**src/cpf_pkg.sv**
```systemverilog
// Constants, field layouts and carrier types of the chain packet framer host
package cpf_pkg;
	// Register word offsets on the Avalon-MM slave
	localparam logic [6:0] OFS_CMD = 7'h00;
	localparam logic [6:0] OFS_GO = 7'h01;
	localparam logic [6:0] OFS_STATUS = 7'h02;
	localparam logic [6:0] OFS_RHDR = 7'h03;
	localparam logic [6:0] OFS_FAULT = 7'h04;
	localparam logic [6:0] OFS_FRAME = 7'h05;
	localparam logic [1:0] OFS_BUF_PAGE = 2'h1; // Buffer at word offsets 7'h20..7'h3c
	localparam int BUF_DEPTH = 29;
	localparam logic [4:0] BUF_LAST = 5'h1c;

	// Status bit positions
	localparam int ST_BUSY = 0;
	localparam int ST_DONE = 1;
	localparam int ST_REFUSED = 2;
	localparam int ST_HCRC = 3;
	localparam int ST_DCRC = 4;
	localparam int ST_FRAME = 5;
	localparam int ST_ADDR = 6;
	localparam int ST_SHORT = 7;

	// Header layout and protocol figures
	localparam logic LEAD_ONE = 1'b1;
	localparam logic RW_READ = 1'b0;
	localparam logic RW_WRITE = 1'b1;
	localparam logic [5:0] HDR_LAST = 6'h04;
	localparam logic [5:0] HDR_CRC_FIRST = 6'h03;
	localparam logic [4:0] DEV_BCAST = 5'h1f;
	localparam logic [8:0] FAULT_LAST_ADDR = 9'h07f;
	localparam logic [5:0] LEN_ACTION = 6'h00;
	localparam logic [5:0] LEN_SINGLE = 6'h04;
	localparam logic [5:0] LEN_MULTI_MIN = 6'h08;
	localparam logic [5:0] LEN_MAX = 6'h3e;
	localparam logic [5:0] CRC16_BYTES = 6'h02;
	localparam logic [5:0] CRC32_BYTES = 6'h04;
	localparam logic [5:0] FAULT_BYTES = 6'h02;

	// Check value engines
	localparam logic [15:0] CRC16_INIT = 16'hffff;
	localparam logic [15:0] CRC16_POLY = 16'h1021;
	localparam logic [31:0] CRC32_INIT = 32'hffffffff;
	localparam logic [31:0] CRC32_POLY = 32'h04c11db7;

	// Access kinds held in the command register
	localparam logic [1:0] KIND_READ = 2'h0;
	localparam logic [1:0] KIND_WRITE = 2'h1;
	localparam logic [1:0] KIND_ACTION = 2'h2;

	// Command register fields, device address in the low bits
	typedef struct packed {
		logic [5:0] len;
		logic [5:0] reg_a;
		logic [2:0] page;
		logic [1:0] kind;
		logic [4:0] dev;
	} cpf_cmd_t;

	// Received response header fields
	typedef struct packed {
		logic [5:0] len;
		logic [1:0] frame;
		logic rw;
		logic [2:0] page;
		logic [5:0] reg_a;
		logic [4:0] dev;
	} cpf_rhdr_t;
endpackage

```
**src/cpf_crc.sv**
```systemverilog
// Byte-wide step of a bitwise MSB-first check value engine
`timescale 1ns/1ps
module cpf_crc #(
	parameter int W = 16,
	parameter logic [W-1:0] POLY = '0
) (
	input wire logic [W-1:0] i_crc, // Running check value
	input wire logic [7:0] i_byte, // Next input byte
	output logic [W-1:0] o_crc // Value after the byte
);
	// Eight shift-and-xor steps, top bit first
	always_comb begin
		logic [W-1:0] c;
		c = i_crc;
		for (int b = 7; b >= 0; b--) begin
			if (c[W-1] ^ i_byte[b]) begin
				c = {c[W-2:0], 1'b0} ^ POLY;
			end else begin
				c = {c[W-2:0], 1'b0};
			end
		end
		o_crc = c;
	end
endmodule

```
**src/cpf_host.sv**
```systemverilog
// Host-side packet framer: builds commands and checks responses
//
// Function
// Five-byte header carries all command fields
// Read length gives expected response bytes
// Reads and actions send header only
// Writes add data section, own check
// One register CRC16, several CRC32
// Device auto-increments from start address
// Page skipping rules belong to device
// Software zero-fills gaps, ignores gap data
// Low-page multi reads carry fault prefix
// Length counts check and prefix bytes
// Response registers arrive in order
// Data section at most 62 bytes
// Write lengths four or even eight-62
// Read lengths four or even eight-62
// Illegal length draws negative acknowledge
// Header starts with a leading one
// Address field targets device or broadcast
// Operation bit zero read, one write
// Action commands carry zero length
// Response frame is command frame plus one
// Header check covers first 24 bits
// Data check covers every returned value
// Address five, length six, frame two bits
// CRC16 all-ones start, poly 1021
// CRC32 all-ones start, poly 04c11db7
// Header fields sent MSB first in order
//
// Decided for this implementation: the placing of the registers and the Avalon-MM slave port.
`timescale 1ns/1ps
module cpf_host (
	input wire logic i_mclk, // 40 MHz clock
	input wire logic i_rst, // Synchronous reset, high
	input wire logic [6:0] i_avs_address, // Avalon word address
	input wire logic i_avs_read, // Avalon read
	input wire logic i_avs_write, // Avalon write
	input wire logic [31:0] i_avs_writedata, // Avalon write data
	output logic [31:0] o_avs_readdata, // Avalon read data
	output logic o_avs_waitrequest, // Avalon wait request
	output logic [7:0] o_tx_byte, // Command byte to chain
	output logic o_tx_valid, // Command byte valid
	input wire logic i_tx_ready, // Chain takes byte
	input wire logic [7:0] i_rx_byte, // Response byte
	input wire logic i_rx_valid // Response byte valid
);
	typedef enum logic [4:0] {
		ST_IDLE = 5'b00001,
		ST_TXH = 5'b00010,
		ST_TXD = 5'b00100,
		ST_RXH = 5'b01000,
		ST_RXD = 5'b10000
	} cpf_state_t;

	cpf_state_t state_q, state_d;
	cpf_pkg::cpf_cmd_t cmd_q;
	logic [1:0] frame_q;
	logic [5:0] idx_q;
	logic [15:0] crc16_q;
	logic [31:0] crc32_q;
	logic [15:0] crc16_n;
	logic [31:0] crc32_n;
	logic [23:0] hb_q;
	logic [15:0] fault_q;
	logic [15:0] buf_q [cpf_pkg::BUF_DEPTH];
	logic [7:0] txb_q;
	logic txv_q;
	logic wait_q;
	logic [31:0] rdata_q;
	logic done_q, refused_q, hcrc_q, dcrc_q, frerr_q, adderr_q, short_q;
	logic len_legal;

	// Bus handshake and address decode
	wire acc_wr = i_avs_write && !wait_q;
	wire req = i_avs_read || i_avs_write;
	wire idle = state_q == ST_IDLE;
	wire sel_cmd = i_avs_address == cpf_pkg::OFS_CMD;
	wire sel_go = i_avs_address == cpf_pkg::OFS_GO;
	wire sel_frame = i_avs_address == cpf_pkg::OFS_FRAME;
	wire [4:0] buf_idx = i_avs_address[4:0];
	wire sel_buf = i_avs_address[6:5] == cpf_pkg::OFS_BUF_PAGE && buf_idx <= cpf_pkg::BUF_LAST;
	wire go_req = acc_wr && sel_go && i_avs_writedata[0] && idle;
	wire go_ok = go_req && len_legal;
	wire sw_buf_wr = acc_wr && sel_buf && idle;
	// Command kind decode
	wire is_read = cmd_q.kind == cpf_pkg::KIND_READ;
	wire is_write = cmd_q.kind == cpf_pkg::KIND_WRITE;
	wire [8:0] start_addr = {cmd_q.page, cmd_q.reg_a};
	// Received header fields
	cpf_pkg::cpf_rhdr_t rhdr;
	assign rhdr = {hb_q[7:2], hb_q[1:0], hb_q[17], hb_q[16], hb_q[15:14], hb_q[13:8], hb_q[22:18]};
	// data bytes are length less check bytes
	wire [5:0] sec_len = state_q == ST_RXD ? rhdr.len : cmd_q.len;
	wire sec_single = sec_len == cpf_pkg::LEN_SINGLE;
	wire [5:0] ndata = sec_len - (sec_single ? cpf_pkg::CRC16_BYTES : cpf_pkg::CRC32_BYTES);
	// fault prefix on low-page multi reads
	wire prefix = is_read && !sec_single && start_addr <= cpf_pkg::FAULT_LAST_ADDR;
	wire in_data = idx_q < ndata;
	wire sec_last = idx_q == sec_len - 6'h01;
	wire [5:0] crc_pos = idx_q - ndata;
	wire [5:0] word_pos = idx_q - (prefix ? cpf_pkg::FAULT_BYTES : 6'h00);
	wire [4:0] word_idx = word_pos[5:1];
	// header bytes, MSB first in field order
	// leading one opens the header
	// operation bit from access kind
	// five-bit address, six-bit length, two-bit frame
	wire op_bit = is_write ? cpf_pkg::RW_WRITE : cpf_pkg::RW_READ;
	wire [7:0] hdr0 = {cpf_pkg::LEAD_ONE, cmd_q.dev, op_bit, cmd_q.page[2]};
	wire [7:0] hdr1 = {cmd_q.page[1:0], cmd_q.reg_a};
	wire [7:0] hdr2 = {cmd_q.len, frame_q};
	wire [7:0] hdr_crc_byte = idx_q[0] ? crc16_q[15:8] : crc16_q[7:0];
	// single register closes with CRC16, else CRC32
	wire [1:0] cp = crc_pos[1:0];
	wire [7:0] crc32_byte = cp == 2'h0 ? crc32_q[31:24] : cp == 2'h1 ? crc32_q[23:16] :
		cp == 2'h2 ? crc32_q[15:8] : crc32_q[7:0];
	wire [7:0] crc16_byte = cp[0] ? crc16_q[7:0] : crc16_q[15:8];
	wire [7:0] sec_crc_byte = sec_single ? crc16_byte : crc32_byte;
	// Byte chosen for the next command slot
	wire [7:0] hdr_tx = idx_q == 6'h00 ? hdr0 : idx_q == 6'h01 ? hdr1 : idx_q == 6'h02 ? hdr2 : hdr_crc_byte;
	// gap words go out as software left them
	wire [7:0] dat_word = idx_q[0] ? buf_q[word_idx][7:0] : buf_q[word_idx][15:8];
	wire [7:0] dat_tx = in_data ? dat_word : sec_crc_byte;
	wire [7:0] tx_mux = state_q == ST_TXH ? hdr_tx : dat_tx;
	// Link handshakes
	wire tx_hs = txv_q && i_tx_ready;
	// a response starts only at a byte with a leading one
	wire rx_take = i_rx_valid && (state_q == ST_RXD || (state_q == ST_RXH && (idx_q != 6'h00 || i_rx_byte[7])));
	wire hdr_body = idx_q < cpf_pkg::HDR_CRC_FIRST;
	wire hdr_sec = state_q == ST_TXH || state_q == ST_RXH;
	wire rx_side = state_q == ST_RXH || state_q == ST_RXD;
	wire step = tx_hs || rx_take;
	// header check runs over the first three bytes only
	// data check runs over every data byte returned
	wire crc_feed = step && (hdr_sec ? hdr_body : in_data);
	wire [7:0] crc_byte = rx_side ? i_rx_byte : txb_q;
	wire crc_bad = rx_take && i_rx_byte != (state_q == ST_RXH ? hdr_crc_byte : sec_crc_byte);

	// Response routing
	wire in_prefix = prefix && idx_q < cpf_pkg::FAULT_BYTES;
	wire rx_data = rx_take && state_q == ST_RXD && in_data;
	wire rx_buf_wr = rx_data && !in_prefix;
	wire [1:0] frame_exp = frame_q + 2'h1;
	wire rx_hdr_end = rx_take && state_q == ST_RXH && idx_q == cpf_pkg::HDR_LAST;
	wire rlen_ok = rhdr.len >= cpf_pkg::LEN_SINGLE;
	wire finish = !idle && state_d == ST_IDLE;

	// header engine
	cpf_crc #(
		.W(16),
		.POLY(cpf_pkg::CRC16_POLY)
	) u_crc16 (
		.i_crc(crc16_q),
		.i_byte(crc_byte),
		.o_crc(crc16_n)
	);

	// wide data engine
	cpf_crc #(
		.W(32),
		.POLY(cpf_pkg::CRC32_POLY)
	) u_crc32 (
		.i_crc(crc32_q),
		.i_byte(crc_byte),
		.o_crc(crc32_n)
	);

	// length legality for the latched command
	cpf_len_chk u_len (
		.i_kind(cmd_q.kind),
		.i_len(cmd_q.len),
		.o_legal(len_legal)
	);

	// Sequencer
	always_comb begin
		state_d = state_q;
		unique case (state_q)
			ST_IDLE: begin
				if (go_ok) begin
					state_d = ST_TXH;
				end
			end
			ST_TXH: begin
				// five header bytes, then onward
				// reads and actions end after the header
				// writes continue with a data section
				if (tx_hs && idx_q == cpf_pkg::HDR_LAST) begin
					state_d = is_write ? ST_TXD : (is_read ? ST_RXH : ST_IDLE);
				end
			end
			ST_TXD: begin
				if (tx_hs && sec_last) begin
					state_d = ST_RXH;
				end
			end
			ST_RXH: begin
				// a read waits for its data section
				if (rx_hdr_end) begin
					state_d = (is_read && rlen_ok) ? ST_RXD : ST_IDLE;
				end
			end
			ST_RXD: begin
				// section ends when the byte count is met
				if (rx_take && sec_last) begin
					state_d = ST_IDLE;
				end
			end
			default: state_d = ST_IDLE;
		endcase
	end

	// State and byte index
	always_ff @(posedge i_mclk) begin
		if (i_rst) begin
			state_q <= ST_IDLE;
			idx_q <= 6'h00;
		end else begin
			state_q <= state_d;
			idx_q <= (state_d != state_q) ? 6'h00 : (step ? idx_q + 6'h01 : idx_q);
		end
	end

	// Check engines restart at each section
	always_ff @(posedge i_mclk) begin
		if (i_rst || state_d != state_q) begin
			crc16_q <= cpf_pkg::CRC16_INIT;
			crc32_q <= cpf_pkg::CRC32_INIT;
		end else if (crc_feed) begin
			crc16_q <= crc16_n;
			crc32_q <= crc32_n;
		end
	end

	// Command byte register, one slot per two cycles
	always_ff @(posedge i_mclk) begin
		if (i_rst) begin
			txv_q <= 1'b0;
			txb_q <= 8'h00;
		end else if (tx_hs) begin
			txv_q <= 1'b0;
		end else if ((state_q == ST_TXH || state_q == ST_TXD) && !txv_q) begin
			txv_q <= 1'b1;
			txb_q <= tx_mux;
		end
	end

	// Command, frame and response header capture
	always_ff @(posedge i_mclk) begin
		if (i_rst) begin
			cmd_q <= '0;
			frame_q <= 2'h0;
			hb_q <= 24'h000000;
		end else begin
			if (acc_wr && sel_cmd && idle) begin
				cmd_q <= i_avs_writedata[21:0];
			end
			if (acc_wr && sel_frame && idle) begin
				frame_q <= i_avs_writedata[1:0];
			end else if (finish) begin
				frame_q <= frame_exp;
			end
			if (rx_take && state_q == ST_RXH && hdr_body) begin
				hb_q <= {hb_q[15:0], i_rx_byte};
			end
		end
	end

	// Fault summary word from the read prefix
	always_ff @(posedge i_mclk) begin
		if (i_rst) begin
			fault_q <= 16'h0000;
		end else if (rx_data && in_prefix) begin
			fault_q <= idx_q[0] ? {fault_q[15:8], i_rx_byte} : {i_rx_byte, fault_q[7:0]};
		end
	end

	// Status flags, cleared by each start; a start with an illegal length sets done and refused
	always_ff @(posedge i_mclk) begin
		if (i_rst) begin
			{done_q, refused_q, hcrc_q, dcrc_q, frerr_q, adderr_q, short_q} <= 7'h00;
		end else if (go_req) begin
			// an illegal length is never sent
			{done_q, refused_q, hcrc_q, dcrc_q, frerr_q, adderr_q, short_q} <= {!len_legal, !len_legal, 5'h00};
		end else begin
			done_q <= done_q || finish;
			hcrc_q <= hcrc_q || (state_q == ST_RXH && !hdr_body && crc_bad);
			dcrc_q <= dcrc_q || (state_q == ST_RXD && !in_data && crc_bad);
			// response frame must be ours plus one
			frerr_q <= frerr_q || (rx_hdr_end && rhdr.frame != frame_exp);
			// response must name the addressed device
			adderr_q <= adderr_q || (rx_hdr_end && cmd_q.dev != cpf_pkg::DEV_BCAST && rhdr.dev != cmd_q.dev);
			short_q <= short_q || (rx_hdr_end && is_read && !rlen_ok);
		end
	end

	// Data buffer, software fills and responses land here
	for (genvar gi = 0; gi < cpf_pkg::BUF_DEPTH; gi++) begin : g_buf
		wire sw_hit = sw_buf_wr && buf_idx == 5'(gi);
		wire rx_hit = rx_buf_wr && word_idx == 5'(gi);
		always_ff @(posedge i_mclk) begin
			if (i_rst) begin
				buf_q[gi] <= 16'h0000;
			end else if (sw_hit) begin
				buf_q[gi] <= i_avs_writedata[15:0];
			end else if (rx_hit && !word_pos[0]) begin
				buf_q[gi][15:8] <= i_rx_byte;
			end else if (rx_hit) begin
				buf_q[gi][7:0] <= i_rx_byte;
			end
		end
	end

	// Read mux for the bus
	wire [7:0] status = {short_q, adderr_q, frerr_q, dcrc_q, hcrc_q, refused_q, done_q, !idle};
	wire [31:0] rd_mux = sel_cmd ? {10'h000, cmd_q} :
		i_avs_address == cpf_pkg::OFS_STATUS ? {24'h000000, status} :
		i_avs_address == cpf_pkg::OFS_RHDR ? {9'h000, rhdr} :
		i_avs_address == cpf_pkg::OFS_FAULT ? {16'h0000, fault_q} :
		sel_frame ? {30'h0, frame_q} :
		sel_buf ? {16'h0000, buf_q[buf_idx]} : 32'h00000000;

	// One wait cycle per access, read data caught then
	always_ff @(posedge i_mclk) begin
		if (i_rst) begin
			wait_q <= 1'b1;
			rdata_q <= 32'h00000000;
		end else begin
			wait_q <= !(req && wait_q);
			if (req && wait_q) begin
				rdata_q <= rd_mux;
			end
		end
	end

	assign o_avs_waitrequest = wait_q;
	assign o_avs_readdata = rdata_q;
	assign o_tx_byte = txb_q;
	assign o_tx_valid = txv_q;
endmodule

```
**src/cpf_len_chk.sv**
```systemverilog
// Legal payload length check for each access kind
`timescale 1ns/1ps
module cpf_len_chk (
	input wire logic [1:0] i_kind, // Access kind
	input wire logic [5:0] i_len, // Payload length in bytes
	output logic o_legal // Length allowed for that kind
);
	logic multi_ok;
	logic data_ok;

	// data section capped at maximum
	// even lengths from eight up to the maximum, or single
	assign multi_ok = !i_len[0] && i_len >= cpf_pkg::LEN_MULTI_MIN && i_len <= cpf_pkg::LEN_MAX;
	assign data_ok = i_len == cpf_pkg::LEN_SINGLE || multi_ok;

	// reads take the same set, eight included
	// action commands carry zero length
	always_comb begin
		unique case (i_kind)
			cpf_pkg::KIND_READ: o_legal = data_ok;
			cpf_pkg::KIND_WRITE: o_legal = data_ok;
			cpf_pkg::KIND_ACTION: o_legal = i_len == cpf_pkg::LEN_ACTION;
			default: o_legal = 1'b0;
		endcase
	end
endmodule

```
**config.mk**
```make
export PLATFORM = sky130hd
export DESIGN_NAME = cpf_host
export DESIGN_NICKNAME = d
export VERILOG_FILES = /design/src/cpf_pkg.sv /design/src/cpf_crc.sv /design/src/cpf_host.sv /design/src/cpf_len_chk.sv
export SDC_FILE = /design/constraint.sdc
export NUM_CORES = 1
export LEC_CHECK = 0
export BUFFER_PORTS_ARGS = -buffer_cell sky130_fd_sc_hd__buf_2
export CAP_MARGIN = 10
export CORE_MARGIN = 3
export CORE_UTILIZATION = 35
export DETAILED_ROUTE_END_ITERATION = 6
export GPL_ROUTABILITY_DRIVEN = 0
export PLACE_DENSITY = 0.59
export RECOVER_POWER = 50
export SLEW_MARGIN = 20
export SYNTH_ARGS = -nofsm -noshare
export SYNTH_HDL_FRONTEND = slang
export SYNTH_SLANG_ARGS = --single-unit
```
**constraint.sdc**
```tcl
create_clock -name i_mclk -period 7.05 [get_ports i_mclk]
set_clock_uncertainty 0.15 [all_clocks]
set_input_delay 0.3525 -clock i_mclk [delete_from_list [all_inputs] [get_ports i_mclk]]
set_output_delay 0.3525 -clock i_mclk [all_outputs]
set_load 0.02 [all_outputs]
```
==> flow_summary.toml <==
[die]
start_util_pct = 35.4
die-area_sq_um = 111000
fp.dieH_um = 333
boundaryPins = 95
placementRows = 119
core-area_sq_um = 106000
die_w_um = 333

[critical_path]
critPathKind = "flip-flop to flip-flop"
cp.required_ps = 7400
end_kind = "flip-flop"
arrival_ps = 7060
startpoint_type = "flip-flop"
reg2reg_depth = 23
rrSetupSlack_ps = 340
critPathMaxFanout = 23

[yosys]
synth_compound_area_share_pct = 17.9
synth_top_family_by_area = "multiplexers"
synth_fa_ha_area_share_pct = 0.610
syn-mean-instance-area_sq_um = 12.1
synth_ff_type = "edfxtp_1"
ys_ff_latch = 626
synth-simple-area-share_pct = 9.63
synth_seq_area_share_pct = 46.0
yosysTopAreaCellShare_pct = 37.3
synthDistinctLibCells = 81
yosys.area_share.xor_xnor_pct = 3.50
yosys.area.top_type = "edfxtp_1"
async_flop_share_pct = 0
synth_area_leaders = "edfxtp_1 (37%), mux4_2 (17%), a22o_1 (10%), dfxtp_1 (8.7%), nand2_1 (2.7%)"
synth_edf_count = 464
synthesis.area_sq_um = 37300
synth_cells = 3079
synth.area.mux_share_pct = 18.6
ys.warnings.count = 0

[sta]
fmax_mhz = 149
relSlewSlack_pct = -212
final.min_clock_period_ps = 6710
rsz0062_at_grt = "no"
hold_ws_ps = 108
setup_tns_ps = 0
worst-slew-pin-transition_ps = 4690
final.period_utilization_pct = 95.1
slew_violations = 100
finalHoldViolCount = 0
setup_viol = 0

[job]
max_cap_violations = 1

[detailed_routing]
drt_iter0_markers = 4024
postRouteAntennaNets = 0
via_per_inst = 6.56
firstDrtPassIters = 6
vias = 29600
drcViolationCount = 0
wl_per_cell_um = 31.1
drt_wl_total_um = 140000

[global_route]
grt_max_degree = 100
grt_pass1_vias = 28200
grt_remaining_overflow = 0
grt_pass1_wl_um = 203000
track_usage_pct = 24.7
antenna_found_initial = 6

[layout]
final_cell_mix = "edfxtp_1 (464), a22o_1 (447), mux4_2 (278)"
drive_gt1_share_pct = 20.4
num_antenna_cells = 0
final_common_cell = "edfxtp_1"
syn_to_final_growth_pct = 11.7
final_nets = 3144

[cts]
clock-sinks = 626
cts_buffers = 67
root_buffer = "clkbuf_16"
h-tree-depth = 3
clockBufferDepth = 3
clk_pin_slew_ps = 60
clock_latency_ps = 650
ctsResizeCount = 0
cts_tree = "yes"
postCtsSetupBuffers = 0
holdBufCountCts = 10

[placement]
portBuffers = 75
dpl.hpwl_um = 95500

[worst_hold_path]
hold_path_depth = 3
hold_path_class = "input port to flip-flop"

[pwr]
power.density_nw_per_um2 = 208
ir_drop_mv = 0.160
p_leak_nw = 14.2
finalPower_mw = 8.67

[outcome]
status = "finished, violations left"
failed_checks = "capacitance limit, slew limit"
[path summary, 6_finish.rpt]
| kind | startpoint | endpoint |
|---|---|---|
| setup / recovery | state_q[0]$_SDFF_PP1_ | buf_q[6][13]$_DFFE_PP_ |
| setup reg to reg | state_q[0]$_SDFF_PP1_ | buf_q[6][13]$_DFFE_PP_ |
| hold / removal | i_rx_byte[4] | hb_q[4]$_SDFFE_PP0P_ |
| hold reg to reg | dcrc_q$_SDFF_PP0_ | dcrc_q$_SDFF_PP0_ |
[layer usage]
metal	global-route usage, %	vias to the layer above	wire length, um
met1	33.2	15000	54700
li1	-	12200	-
met4	11.7	8	7010
met5	0	-	56
met2	38.2	1998	63500
met3	5.27	344	15200
[worst max-delay path, stage by stage (launching register included)]
cell and delay, ps:
dfxtp_1 300, buf_4 160, nor4_1 700, nand2_1 380, mux2_1 450, inv_1 100
ha_1 140, o21ai_1 80, inv_1 140, ha_1 170, inv_1 70, fa_1 470
nor3_1 200, xnor2_1 150, nor2_1 50, a21oi_1 160, ha_1 270, a21o_1 230
nor3_1 400, nand4_1 420, buf_4 370, nor3_2 160, clkbuf_1 600, a22o_1 230
[cells by family after synthesis]
kind of cell	count (synthesis)
AOI/OAI and AO/OA	874
xor gates and xnor gates	132
adders and majority gates	17
buffers and inverters	350
DFF	626
muxes	344
other	1
and+or+nand+nor	735
[where the power goes]
| group | switching, mW | internal, mW | total, mW | leakage (nW) |
|---|---|---|---|---|
| registers | 0.0615 | 4.05 | 4.11 | 6.11 |
| clock network | 1.58 | 2.24 | 3.82 | 1.14 |
| logic | 0.499 | 0.241 | 0.740 | 6.91 |
| total | 2.14 | 6.53 | 8.67 | 14.2 |
[stage by stage]
| step | cells | setup slack [ps] | utilization, % | instance area [sq um] |
|---|---|---|---|---|
| global placement | 4386 | 756 | 37.5 | 39600 |
| floorplan | 3087 | 921 | - | 37400 |
| finish | 4518 | 342 | 39.5 | 41700 |
| CTS | 4518 | 676 | 39.8 | 42000 |
| global route | 4518 | 87.6 | 39.5 | 41700 |
| detailed placement | 4386 | 701 | 37.5 | 39600 |
[layout make-up]
class | count | area (sq um)
timing repair buffer | 249 | 1530
inverter | 19 | 71.3
sequential | 626 | 17200
clock buffer | 79 | 1800
fill | 9950 | 63900
clock inverter | 43 | 517
multi-input combinational | 2111 | 18900
tap | 1391 | 1740
[sequential cells by signal, summed over array words and instances, names as in the netlist]
| name | flops |
|---|---|
| short_q | 1 |
| crc32_q | 32 |
| o_tx_valid | 1 |
| dcrc_q | 1 |
| state_q | 5 |
| crc16_q | 16 |
| refused_q | 1 |
| o_avs_waitrequest | 1 |
| idx_q | 6 |
| done_q | 1 |
| hcrc_q | 1 |
| frame_q | 2 |
| o_tx_byte | 8 |
| adderr_q | 1 |
| buf_q | 464 |
| cmd_q | 22 |
| o_avs_readdata | 23 |
| hb_q | 23 |
| fault_q | 16 |
| frerr_q | 1 |
[Yosys cell counts, types with 9 or more instances]
cell type  instances
buf_2             28
nor2b_1           23
mux4_2           278
mux2i_1           46
nand4_1           14
nor3_1            40
buf_4              9
a21oi_1          110
a222oi_1          11
a22o_1           447
buf_1             26
xor2_1            36
clkbuf_1         266
nor3_2            28
a221oi_1          12
nand2_1          272
o21ai_0          121
a211oi_1          43
and2_1            23
or3_1             12
o211ai_1          40
inv_1             18
a311oi_1          28
nor2_1           186
ha_1              15
edfxtp_1         464
nand3_1           54
mux2_2            20
xnor2_1           85
nand2b_1          17
o22ai_1           12
dfxtp_1          162
No activity file was read; power rests on OpenSTA's default activity.
